**src/ddp_pkg.sv**
```systemverilog
package ddp_pkg;
  // sfr addresses of the pointer unit
  localparam logic [7:0] DDP_ADDR_P0_LO = 8'h82;
  localparam logic [7:0] DDP_ADDR_P0_HI = 8'h83;
  localparam logic [7:0] DDP_ADDR_P1_LO = 8'h84;
  localparam logic [7:0] DDP_ADDR_P1_HI = 8'h85;
  localparam logic [7:0] DDP_ADDR_SEL = 8'h86;
  // reset values
  localparam logic [7:0] DDP_RST_BYTE = 8'h00;
  localparam logic [7:0] DDP_RST_SEL = 8'h00;
  // select flag position inside pointer_select
  localparam int DDP_SEL_BIT = 0;
  // pointer operation codes from the cpu core
  typedef enum logic [2:0] {
    DDP_OP_NONE = 3'b000,
    DDP_OP_INC = 3'b001,
    DDP_OP_LOAD = 3'b010,
    DDP_OP_CODE = 3'b011,
    DDP_OP_XRD = 3'b100,
    DDP_OP_XWR = 3'b101,
    DDP_OP_JMP = 3'b110
  } ddp_op_type;
endpackage

```
**src/ddp_ptr.sv**
```systemverilog
`timescale 1ns/1ns
// one 16-bit pointer with byte access and pointer-op updates
module ddp_ptr
  import ddp_pkg::*;
#(
  parameter int W = 16
)
(
  input wire logic i_clk,
  input wire logic i_rst,
  input wire logic i_wr_lo,
  input wire logic i_wr_hi,
  input wire logic [7:0] i_wdata,
  input wire logic i_chosen,
  input wire ddp_op_type i_op,
  input wire logic [W-1:0] i_imm,
  output logic [W-1:0] o_value
);
  logic [W-1:0] ptr_r; // pointer contents
  logic [W-1:0] ptr_nxt; // next contents

  // next value: byte writes, then ops on the chosen pointer
  always_comb
  begin
    ptr_nxt = ptr_r;
    if (i_wr_lo)
    begin
      ptr_nxt[7:0] = i_wdata;
    end
    if (i_wr_hi)
    begin
      ptr_nxt[W-1:8] = i_wdata;
    end
    if (i_chosen && i_op == DDP_OP_INC)
    begin
      ptr_nxt = ptr_r + W'(1);
    end
    else if (i_chosen && i_op == DDP_OP_LOAD)
    begin
      ptr_nxt = i_imm;
    end
  end

  // register the pointer
  always_ff @(posedge i_clk)
  begin
    if (i_rst)
    begin
      ptr_r <= {DDP_RST_BYTE, DDP_RST_BYTE};
    end
    else
    begin
      ptr_r <= ptr_nxt;
    end
  end

  assign o_value = ptr_r;
endmodule

```
**src/ddp_unit.sv**
```systemverilog
`timescale 1ns/1ns
module ddp_unit
  import ddp_pkg::*;
(
  input wire logic i_clk,
  input wire logic i_rst,
  input wire logic i_sfr_wr,
  input wire logic i_sfr_rd,
  input wire logic [7:0] i_sfr_addr,
  input wire logic [7:0] i_sfr_wdata,
  input wire ddp_op_type i_op,
  input wire logic [15:0] i_imm,
  input wire logic [7:0] i_acc,
  output logic [7:0] o_sfr_rdata,
  output logic o_sfr_hit,
  output logic [15:0] o_xaddr,
  output logic o_xrd,
  output logic o_xwr,
  output logic [15:0] o_code_addr,
  output logic o_code_rd,
  output logic [15:0] o_jmp_addr,
  output logic o_jmp,
  output logic o_select
);
  logic sel_r; // select flag
  logic sel_nxt; // next select flag
  logic [15:0] p0; // first pointer
  logic [15:0] p1; // second pointer
  logic [15:0] chosen; // chosen pointer
  logic [7:0] rdata_nxt; // read mux
  logic [7:0] rdata_r; // registered read data
  logic hit_r; // registered address hit
  logic hit_nxt; // decode hit
  logic [15:0] xaddr_r; // registered external address
  logic [15:0] caddr_r; // registered code address
  logic [15:0] jaddr_r; // registered jump target
  logic [15:0] xaddr_nxt;
  logic [15:0] caddr_nxt;
  logic [15:0] jaddr_nxt;
  logic xrd_r;
  logic xwr_r;
  logic crd_r;
  logic jmp_r;

  // write decode per pointer byte
  logic wr_p0_lo;
  logic wr_p0_hi;
  logic wr_p1_lo;
  logic wr_p1_hi;
  assign wr_p0_lo = i_sfr_wr && i_sfr_addr == DDP_ADDR_P0_LO;
  assign wr_p0_hi = i_sfr_wr && i_sfr_addr == DDP_ADDR_P0_HI;
  assign wr_p1_lo = i_sfr_wr && i_sfr_addr == DDP_ADDR_P1_LO;
  assign wr_p1_hi = i_sfr_wr && i_sfr_addr == DDP_ADDR_P1_HI;

  // first pointer, chosen when flag is zero
  ddp_ptr #(.W(16)) u_ptr0 (
    .i_clk(i_clk),
    .i_rst(i_rst),
    .i_wr_lo(wr_p0_lo),
    .i_wr_hi(wr_p0_hi),
    .i_wdata(i_sfr_wdata),
    .i_chosen(!sel_r),
    .i_op(i_op),
    .i_imm(i_imm),
    .o_value(p0)
  );

  // second pointer, chosen when flag is one
  ddp_ptr #(.W(16)) u_ptr1 (
    .i_clk(i_clk),
    .i_rst(i_rst),
    .i_wr_lo(wr_p1_lo),
    .i_wr_hi(wr_p1_hi),
    .i_wdata(i_sfr_wdata),
    .i_chosen(sel_r),
    .i_op(i_op),
    .i_imm(i_imm),
    .o_value(p1)
  );

  // chosen pointer follows the stored flag
  assign chosen = sel_r ? p1 : p0;

  // select flag next value; only bit zero is kept
  always_comb
  begin
    sel_nxt = sel_r;
    if (i_sfr_wr && i_sfr_addr == DDP_ADDR_SEL)
    begin
      sel_nxt = i_sfr_wdata[DDP_SEL_BIT];
    end
  end

  // read mux and op address outputs
  always_comb
  begin
    rdata_nxt = 8'h00;
    hit_nxt = 1'b1;
    unique case (i_sfr_addr)
      DDP_ADDR_P0_LO: rdata_nxt = p0[7:0];
      DDP_ADDR_P0_HI: rdata_nxt = p0[15:8];
      DDP_ADDR_P1_LO: rdata_nxt = p1[7:0];
      DDP_ADDR_P1_HI: rdata_nxt = p1[15:8];
      DDP_ADDR_SEL: rdata_nxt = {7'h00, sel_r};
      default: hit_nxt = 1'b0;
    endcase
    if (!i_sfr_rd)
    begin
      rdata_nxt = 8'h00;
      hit_nxt = 1'b0;
    end
    xaddr_nxt = xaddr_r;
    caddr_nxt = caddr_r;
    jaddr_nxt = jaddr_r;
    if (i_op == DDP_OP_XRD || i_op == DDP_OP_XWR)
    begin
      xaddr_nxt = chosen;
    end
    if (i_op == DDP_OP_CODE)
    begin
      caddr_nxt = chosen + {8'h00, i_acc};
    end
    if (i_op == DDP_OP_JMP)
    begin
      jaddr_nxt = chosen + {8'h00, i_acc};
    end
  end

  // registers of the top level
  always_ff @(posedge i_clk)
  begin
    if (i_rst)
    begin
      sel_r <= DDP_RST_SEL[DDP_SEL_BIT];
      rdata_r <= 8'h00;
      hit_r <= 1'b0;
      xaddr_r <= 16'h0000;
      caddr_r <= 16'h0000;
      jaddr_r <= 16'h0000;
      xrd_r <= 1'b0;
      xwr_r <= 1'b0;
      crd_r <= 1'b0;
      jmp_r <= 1'b0;
    end
    else
    begin
      sel_r <= sel_nxt;
      rdata_r <= rdata_nxt;
      hit_r <= hit_nxt;
      xaddr_r <= xaddr_nxt;
      caddr_r <= caddr_nxt;
      jaddr_r <= jaddr_nxt;
      xrd_r <= i_op == DDP_OP_XRD;
      xwr_r <= i_op == DDP_OP_XWR;
      crd_r <= i_op == DDP_OP_CODE;
      jmp_r <= i_op == DDP_OP_JMP;
    end
  end

  assign o_sfr_rdata = rdata_r;
  assign o_sfr_hit = hit_r;
  assign o_xaddr = xaddr_r;
  assign o_xrd = xrd_r;
  assign o_xwr = xwr_r;
  assign o_code_addr = caddr_r;
  assign o_code_rd = crd_r;
  assign o_jmp_addr = jaddr_r;
  assign o_jmp = jmp_r;
  assign o_select = sel_r;

  // reset leaves the first pointer chosen
  sel_reset_a: assert property (
    @(posedge i_clk) i_rst |=> !sel_r)
    else $error("select not cleared by reset");
  // reserved select bits read zero
  sel_resv_a: assert property (
    @(posedge i_clk) disable iff (i_rst)
    $past(i_sfr_rd && i_sfr_addr == DDP_ADDR_SEL)
    |-> o_sfr_rdata[7:1] == 7'h00)
    else $error("reserved select bits not zero");
  // select write takes bit zero
  sel_write_a: assert property (
    @(posedge i_clk) disable iff (i_rst)
    i_sfr_wr && i_sfr_addr == DDP_ADDR_SEL |=> sel_r == $past(i_sfr_wdata[0]))
    else $error("select write lost");
  // increment carries over the whole word
  inc_chosen_a: assert property (
    @(posedge i_clk) disable iff (i_rst)
    i_op == DDP_OP_INC && !i_sfr_wr
    |=> chosen == $past(chosen) + 16'h0001)
    else $error("increment wrong");
  // increment leaves the other pointer alone
  inc_other_a: assert property (
    @(posedge i_clk) disable iff (i_rst)
    i_op == DDP_OP_INC && !i_sfr_wr
    |=> (sel_r ? p0 : p1) == $past(sel_r ? p0 : p1))
    else $error("other pointer changed");
  // immediate load hits chosen pointer only
  load_only_a: assert property (
    @(posedge i_clk) disable iff (i_rst)
    i_op == DDP_OP_LOAD && !i_sfr_wr
    |=> chosen == $past(i_imm) && (sel_r ? p0 : p1) == $past(sel_r ? p0 : p1))
    else $error("immediate load wrong");
  // external address is the chosen pointer
  xaddr_ptr_a: assert property (
    @(posedge i_clk) disable iff (i_rst)
    i_op == DDP_OP_XRD |=> o_xrd && o_xaddr == $past(chosen))
    else $error("external address wrong");
  // byte write lands regardless of selection
  byte_write_a: assert property (
    @(posedge i_clk) disable iff (i_rst)
    wr_p1_hi && i_op == DDP_OP_NONE |=> p1[15:8] == $past(i_sfr_wdata))
    else $error("byte write lost");
  // byte read returns pointer contents
  byte_read_a: assert property (
    @(posedge i_clk) disable iff (i_rst)
    i_sfr_rd && i_sfr_addr == DDP_ADDR_P0_LO |=> o_sfr_rdata == $past(p0[7:0]))
    else $error("byte read wrong");
endmodule

```
**config.mk**
```make
export PLATFORM = sky130hd
export DESIGN_NAME = ddp_unit
export DESIGN_NICKNAME = d
export VERILOG_FILES = /design/src/ddp_pkg.sv /design/src/ddp_ptr.sv /design/src/ddp_unit.sv
export SDC_FILE = /design/constraint.sdc
export NUM_CORES = 1
export LEC_CHECK = 0
export BUFFER_PORTS_ARGS = -buffer_cell sky130_fd_sc_hd__buf_2
export CAP_MARGIN = 20
export CORE_ASPECT_RATIO = 1.2
export CORE_MARGIN = 2
export CORE_UTILIZATION = 45
export CTS_CLUSTER_SIZE = 20
export DETAILED_ROUTE_END_ITERATION = 7
export PLACE_DENSITY = 0.77
export SKIP_CTS_REPAIR_TIMING = 1
export SYNTH_ARGS = -nofsm -noshare
export SYNTH_HDL_FRONTEND = slang
export SYNTH_SLANG_ARGS = --single-unit
```
**constraint.sdc**
```tcl
create_clock -name i_clk -period 3.8 [get_ports i_clk]
set_input_delay 0.76 -clock i_clk [delete_from_list [all_inputs] [get_ports i_clk]]
set_output_delay 0.76 -clock i_clk [all_outputs]
set_load 0.05 [all_outputs]
```
==> results of run 1 <==
[synthesized netlist by cell type, types with 10 or more instances]
master | instances | area, um^2
inv_1 | 15 | 56.3
a211oi_1 | 19 | 143
mux2_2 | 14 | 158
nor3_1 | 21 | 105
ha_1 | 10 | 125
dfxtp_1 | 94 | 1880
buf_2 | 14 | 70.1
nand2_1 | 82 | 308
nor4_1 | 10 | 62.6
clkbuf_1 | 30 | 113
buf_4 | 10 | 75.1
a21oi_1 | 58 | 290
nand3_1 | 34 | 170
nand4_1 | 12 | 75.1
nor2_1 | 60 | 225
o21ai_0 | 38 | 190
mux2i_1 | 32 | 320
o211ai_1 | 11 | 82.6
[layer usage]
layer | up-vias | wire [um] | GRT usage
met1 | 2840 | 7710 | 0.362
met5 | - | 0 | 0
met4 | 0 | 403 | 0.0875
met2 | 340 | 8440 | 0.419
met3 | 33 | 1690 | 0.0471
li1 | 2877 | - | -
[how the worst max path moves through the flow]
stage              from               to  slack (ns)
2_1_floorplan  o_select    o_jmp_addr[6]        0.59
3_3_place_gp   i_acc[0]  o_code_addr[12]        1.12
3_5_place_dp   i_acc[0]  o_code_addr[12]        1.07
4_1_cts        o_select  o_code_addr[12]        1.11
5_1_grt        o_select    o_jmp_addr[8]        0.94
6_report       o_select  o_code_addr[11]        1.09
[worst register-to-register path, cell delays in order, from the launching register on]
cell and delay, ns:
dfxtp_1 0.55, mux2_2 0.40, ha_1 0.33, and2_1 0.21, a221oi_1 0.43, a21oi_1 0.24
o211ai_1 0.28, a311oi_1 0.13
[logic make-up after synthesis]
logic type	share of synthesized area
muxes	0.0817
buffers and inverters	0.0593
xor gates and xnor gates	0.00898
DFF	0.322
AOI/OAI and AO/OA	0.258
adders and majority gates	0.0248
and+or+nand+nor	0.246
[cell type report]
cell class | count | area (um^2) | share of cell area
Multi-Input combinational cell | 560 | 3630 | 0.543
Sequential cell | 94 | 1880 | 0.281
Timing Repair Buffer | 119 | 623 | 0.0932
Clock buffer | 10 | 239 | 0.0357
Tap cell | 164 | 205 | 0.0307
Inverter | 15 | 56.3 | 0.00842
Clock inverter | 6 | 53.8 | 0.00804
[registers in the layout, summed over array words and instances (netlist names), 8 cells and up]
name,cells
o_code_addr,16
o_jmp_addr,16
o_xaddr,16
u_ptr0.o_value,16
u_ptr1.o_value,16
o_sfr_rdata,8
[stage by stage]
step | utilization | instance area, um^2
2_1_floorplan | - | 5850
3_3_place_gp | 0.505 | 6400
3_5_place_dp | 0.505 | 6400
4_1_cts | 0.528 | 6690
5_1_grt | 0.528 | 6690
6_report | 0.528 | 6690
[power by group through the flow]
| stage | registers (mW) | logic, mW | clock network, mW |
|---|---|---|---|
| after floorplan | 1.14 | 0.243 | 0 |
| after global placement | 1.08 | 0.431 | 0 |
| after detailed placement | 1.08 | 0.434 | 0 |
| after CTS | 1.06 | 0.437 | 0.911 |
| after global routing | 1.06 | 0.479 | 0.957 |
| final | 1.06 | 0.443 | 0.911 |
==> impl_results.md, run 1 <==
- Status: finished clean
- Ys async rst share: 0
- Cell variety after synth: between 70 and 80
- Net Sw Frac: 0.321
- Cell Pwr Density: about 360 nW/um^2
- R2r endpoint: o_code_addr[11]
- Ports: approximately 110
- Int Power: ~1.6 mW
- Syn Inst Count: slightly above 700
- Synthesized flop and latch total: between 90 and 100
- Ys Warns: 0
- Routed wire per std cell: around 19 um
- Final setup margin: around 1.1 ns
- Largest net degree at the start of global routing: 37
- Antenna Cells: 0
- Vias in the first global route: 5392
- Die ar.: 13900 um^2
- Final wirelength: between 15000 and 20000 um
- Rows: 45
- H-tree lvl count: 3
- First DRT Iteration DRCs: about 660
- Worst Path Max Fanout: 10
- Mean area per synthesized cell: about 8.0 um^2
- Slowest cell on crit path: dfxtp_1
- Filler cells: 1263
- Detail Placement HPWL: 13200 um
- Critical path class: reg -> reg
- Placed cells: between 900 and 1000
- Peak Freq: roughly 370 MHz
- Final setup viols: 0
- First-pass GRT wire length: 28900 um
- Flop pwr share: 0.439
- Pre-CTS WS: about 1.1 ns
- Commonest non-fill, non-tap cell in the layout: buf_2
- CTS sink cnt: 94
- Hold Slack: between 0.4 and 0.5 ns
- Worst R2R Start: o_select
- Clock tree from TritonCTS: yes
- Initial antenna violation count: 0
- Skew final: 0.00766 ns
- Max_cap viols: 0
- DRC: 0
- Logic pwr share: 0.184
- CP cell instances: mux2_2 > ha_1 > and2_1 > a221oi_1 > a21oi_1 > o211ai_1 > a311oi_1
- Period minus WS final: 2.71 ns
- Synth Flop Type: dfxtp_1
- Vias: around 6100
- Initial cell density of the core: 0.462
- Period Utilization, post-route: 0.714
- Flop-to-flop setup slack: ~1.1 ns
- Bufs on Longest Clock Path: 2
- Drt via density: about 6.3
- Hold Crit Depth: 2
- Synthesized net count: roughly 790
- Die Wd: around 110 um
- Clock share of power: 0.378
- Worst Reg-to-Reg Cells: 7
- Die extent in y: ~130 um
- Crit start category: register
- Synthesis-to-layout area growth: 14.4%
- Fin cells: between 900 and 1000
- Worst Setup End Kind: register
- Sum of negative setup slack: 0 ns
- Commonest non-fill, non-tap cells in the layout: buf_2 (108), dfxtp_1 (94), nand2_1 (82), nor2_1 (60), a21oi_1 (58)
- Worst-path clk slew: approximately 0.07 ns
- 1st-pass router iterations: 5
- All-layer global routing usage: 0.264
- WP depth: 7
- Hold Vio Cnt, Final: 0
- Unrepaired setup endpoints after global routing: no
- Antenna Nets Post-Route: 0
- Sequential share of the synthesized area: 0.322
- Clk_lat worst skew: approximately 0.36 ns
- GP Congestion: between 0.9 and 1
- Total Nets Final: ~860
- Slew Viols, Final: 0
- Net Sw Power: just under 0.8 mW
- CTS buffer count: 9
- Leak: around 2.6 nW
- Slew @ Worst Pin: 1.02 ns
- IO Port Bufs: 108
- Worst path max stage delay: roughly 0.55 ns
- Syn Std Cell Area: a little under 6000 um^2
- Hold Crit Start: o_code_addr[3]
- Core area: roughly 13000 um^2
- CP top delay family: compound AO/OA/AOI/OAI gates
- Worst path bufs/invs: 0
- Required time of the critical path: approximately 4.0 ns
- Worst Hold Class: reg -> reg
- Max VDD drop: between 0.00015 and 0.0002 V
- Slew margin rel.: 0.320
- Remaining global-route overflow: 0
- Clk root buf: clkbuf_16
- Post-synth EDFFs: 0
- Layout cell share with drive strength beyond 1: 0.221
- Critical Path AT: 2.92 ns
- Min-Delay Endpoint: o_code_addr[3]
- Overall Power: roughly 2.4 mW
(Power assumes the default switching activity.)
==> inputs of run 2 (changes only) <==
ABC_AREA = 1   (was not set)
PLACE_DENSITY = 0.8   (was 0.77)
clock period = 2.2 ns   (was 3.8 ns; I/O delays follow)
==> impl_results.md, run 2 <==
- Post-Route Utilization: 0.568
- Commonest non-fill, non-tap cell in the layout: nand2_1
- Ports: ~110
- Rows: 44
- Slew @ Worst Pin: ~0.50 ns
- Design area: a little under 7000 um^2
- Clock tree from TritonCTS: yes
- 1st-pass router iterations: 6
- Slew Viols, Final: 0
- Filler cells: between 1000 and 1500
- Synth Flop Type: dfxtp_1
- Commonest non-fill, non-tap cells in the layout: nand2_1 (222), inv_1 (114), buf_2 (108), nor2_1 (98), dfxtp_1 (90)
- Routed wire per std cell: 15.1 um
- Cell variety after synth: 35
- Synthesis-to-layout area growth: 22.1%
- All-layer global routing usage: 0.267
- Sum of negative setup slack: 0 ns
- Critical path class: reg -> reg
- Clk root buf: clkbuf_16
- Unrepaired setup endpoints after global routing: no
- Max_cap viols: 0
- Core area: between 10000 and 15000 um^2
- Worst Hold Class: in -> reg
- Die Wd: approximately 110 um
- Status: finished clean
- Drt via density: about 5.4
- Die ar.: ~13000 um^2
- Ys Warns: 0
- Syn Inst Count: 908
- Leak: about 3.4 nW
- Ranking of synthesized cells by area: dfxtp_1 (33%), nand2_1 (15%), nand3_1 (8.0%), inv_1 (7.6%), o21ai_0 (6.7%)
- Sequential share of the synthesized area: 0.333
- Final setup viols: 0
- Largest net degree at the start of global routing: 38
- Crit start category: register
- Storage cell area: 1890 um^2
- Post-synth EDFFs: 0
- Bufs on Longest Clock Path: 2
- Synthesized flop and latch total: 94
- Placed cell area: 6560 um^2
- Peak Freq: 481 MHz
- Worst Setup End Kind: register
- Slew margin rel.: 0.664
- Synth cell count leaders: nand2_1 (225), inv_1 (115), nor2_1 (98)
- First-pass GRT wire length: approximately 29000 um
- Synthesized net count: 966
- Period minus WS final: roughly 2.1 ns
- Period Utilization, post-route: 0.944
- Clk_lat worst skew: about 0.35 ns
- Ys async rst share: 0
- Antenna Cells: 0
- Total Nets Final: about 1100
- Final wirelength: between 15000 and 20000 um
- Count leader, synth: nand2_1
- Multi-input gate area: 3200 um^2
- Required time of the critical path: 2.45 ns
- H-tree lvl count: 3
- Critical Path AT: roughly 2.3 ns
- Largest area contributor in the netlist: dfxtp_1
- DRC: 0
- Worst Path Max Fanout: 7
- Vias: ~6400
- Max VDD drop: between 0.0003 and 0.0004 V
- Area share of the largest cell type after synthesis: 0.333
- Antenna Nets Post-Route: 0
- Hold Vio Cnt, Final: 0
- Remaining global-route overflow: 0
- Pre-CTS WS: 0.0568 ns
- GP Congestion: around 0.96
- Cell Pwr Density: just over 600 nW/um^2
- Final setup margin: ~0.12 ns
- Detail Placement HPWL: ~14000 um
- Worst-path clk slew: around 0.07 ns
- Vias in the first global route: between 5000 and 6000
- IO Port Bufs: 108
- Die extent in y: roughly 130 um
- Mean area per synthesized cell: roughly 6.2 um^2
- Initial antenna violation count: 0
- Initial cell density of the core: 0.465
- CTS buffer count: 9
- First DRT Iteration DRCs: about 630
- CTS sink cnt: 94
- Syn Std Cell Area: roughly 5700 um^2
- Skew final: about 0.0098 ns
- Layout cell share with drive strength beyond 1: 0.192
## run 2: cell types whose count changed in the layout (fill, tap and decap cells not counted), sizes merged, moves of 27 or more
cell / change
nand3: +57
o21ai: +46
nand2: +147
buf: +27
mux2i: -32
inv: +112
nor2: +39
## run 2: cell type report
type,count,share of cell area
timing repair buffer,146,0.124
inverter,126,0.0684
sequential,94,0.273
tap,161,0.0292
clock inverter,7,0.00905
clock buffer,9,0.0326
multi-input combinational,653,0.464
## run 2: path summary, 6_finish.rpt
path | start | endpoint | slack, ns | cells past startpoint
setup reg to reg | o_select | o_jmp_addr[6] | 0.12 | 12
setup / recovery | o_select | o_jmp_addr[6] | 0.12 | 12
hold reg to reg | o_jmp_addr[0] | o_jmp_addr[0] | 0.48 | 2
hold / removal | i_op[0] | o_xrd | 0.32 | 2
## run 2: cells by family after synthesis
kind of cell,after synthesis,synth area share
adder cells (fa/ha/maj),11,0.0256
buffers and inverters,161,0.111
XOR/XNOR,9,0.0139
AND/OR/NAND/NOR,446,0.333
flip-flops,94,0.333
AO/OA/AOI/OAI,187,0.184
## run 2: per-layer routing
metal  up-vias  track usage  share of wire
met5         -            0              0
met4         0        0.104          0.035
met3        47       0.0385          0.081
met2       315        0.458           0.48
met1      2884        0.336           0.41
li1       3180            -              -
## run 2: critical path: stages (launching register included)
cell and delay [ns]:
dfxtp_4 0.39, inv_2 0.07, o21ai_0 0.29, ha_1 0.31, buf_4 0.15, nand2_1 0.06, nor2_1 0.04, nand2_1 0.06
nand3_1 0.12, xnor2_1 0.28, nand2_1 0.09, o211ai_1 0.09, inv_1 0.05
## run 2: power by group
part	internal (mW)	switching, mW	leakage [nW]
Combinational	0.274	0.596	2.48
Sequential	1.78	0.0604	0.769
Clock	0.795	0.740	0.145
Total	2.84	1.40	3.40
## run 2: metrics by stage
| stage | power [mW] | hold WS [ns] | std cells |
|---|---|---|---|
| 6_report | 4.24 | 0.325 | 1196 |
| 5_1_grt | 4.42 | 0.331 | 1196 |
| 3_3_place_gp | 2.71 | 0.457 | 1178 |
| 2_1_floorplan | 2.42 | 0.471 | 908 |
| 3_5_place_dp | 2.71 | 0.468 | 1178 |
| 4_1_cts | 4.23 | 0.324 | 1194 |
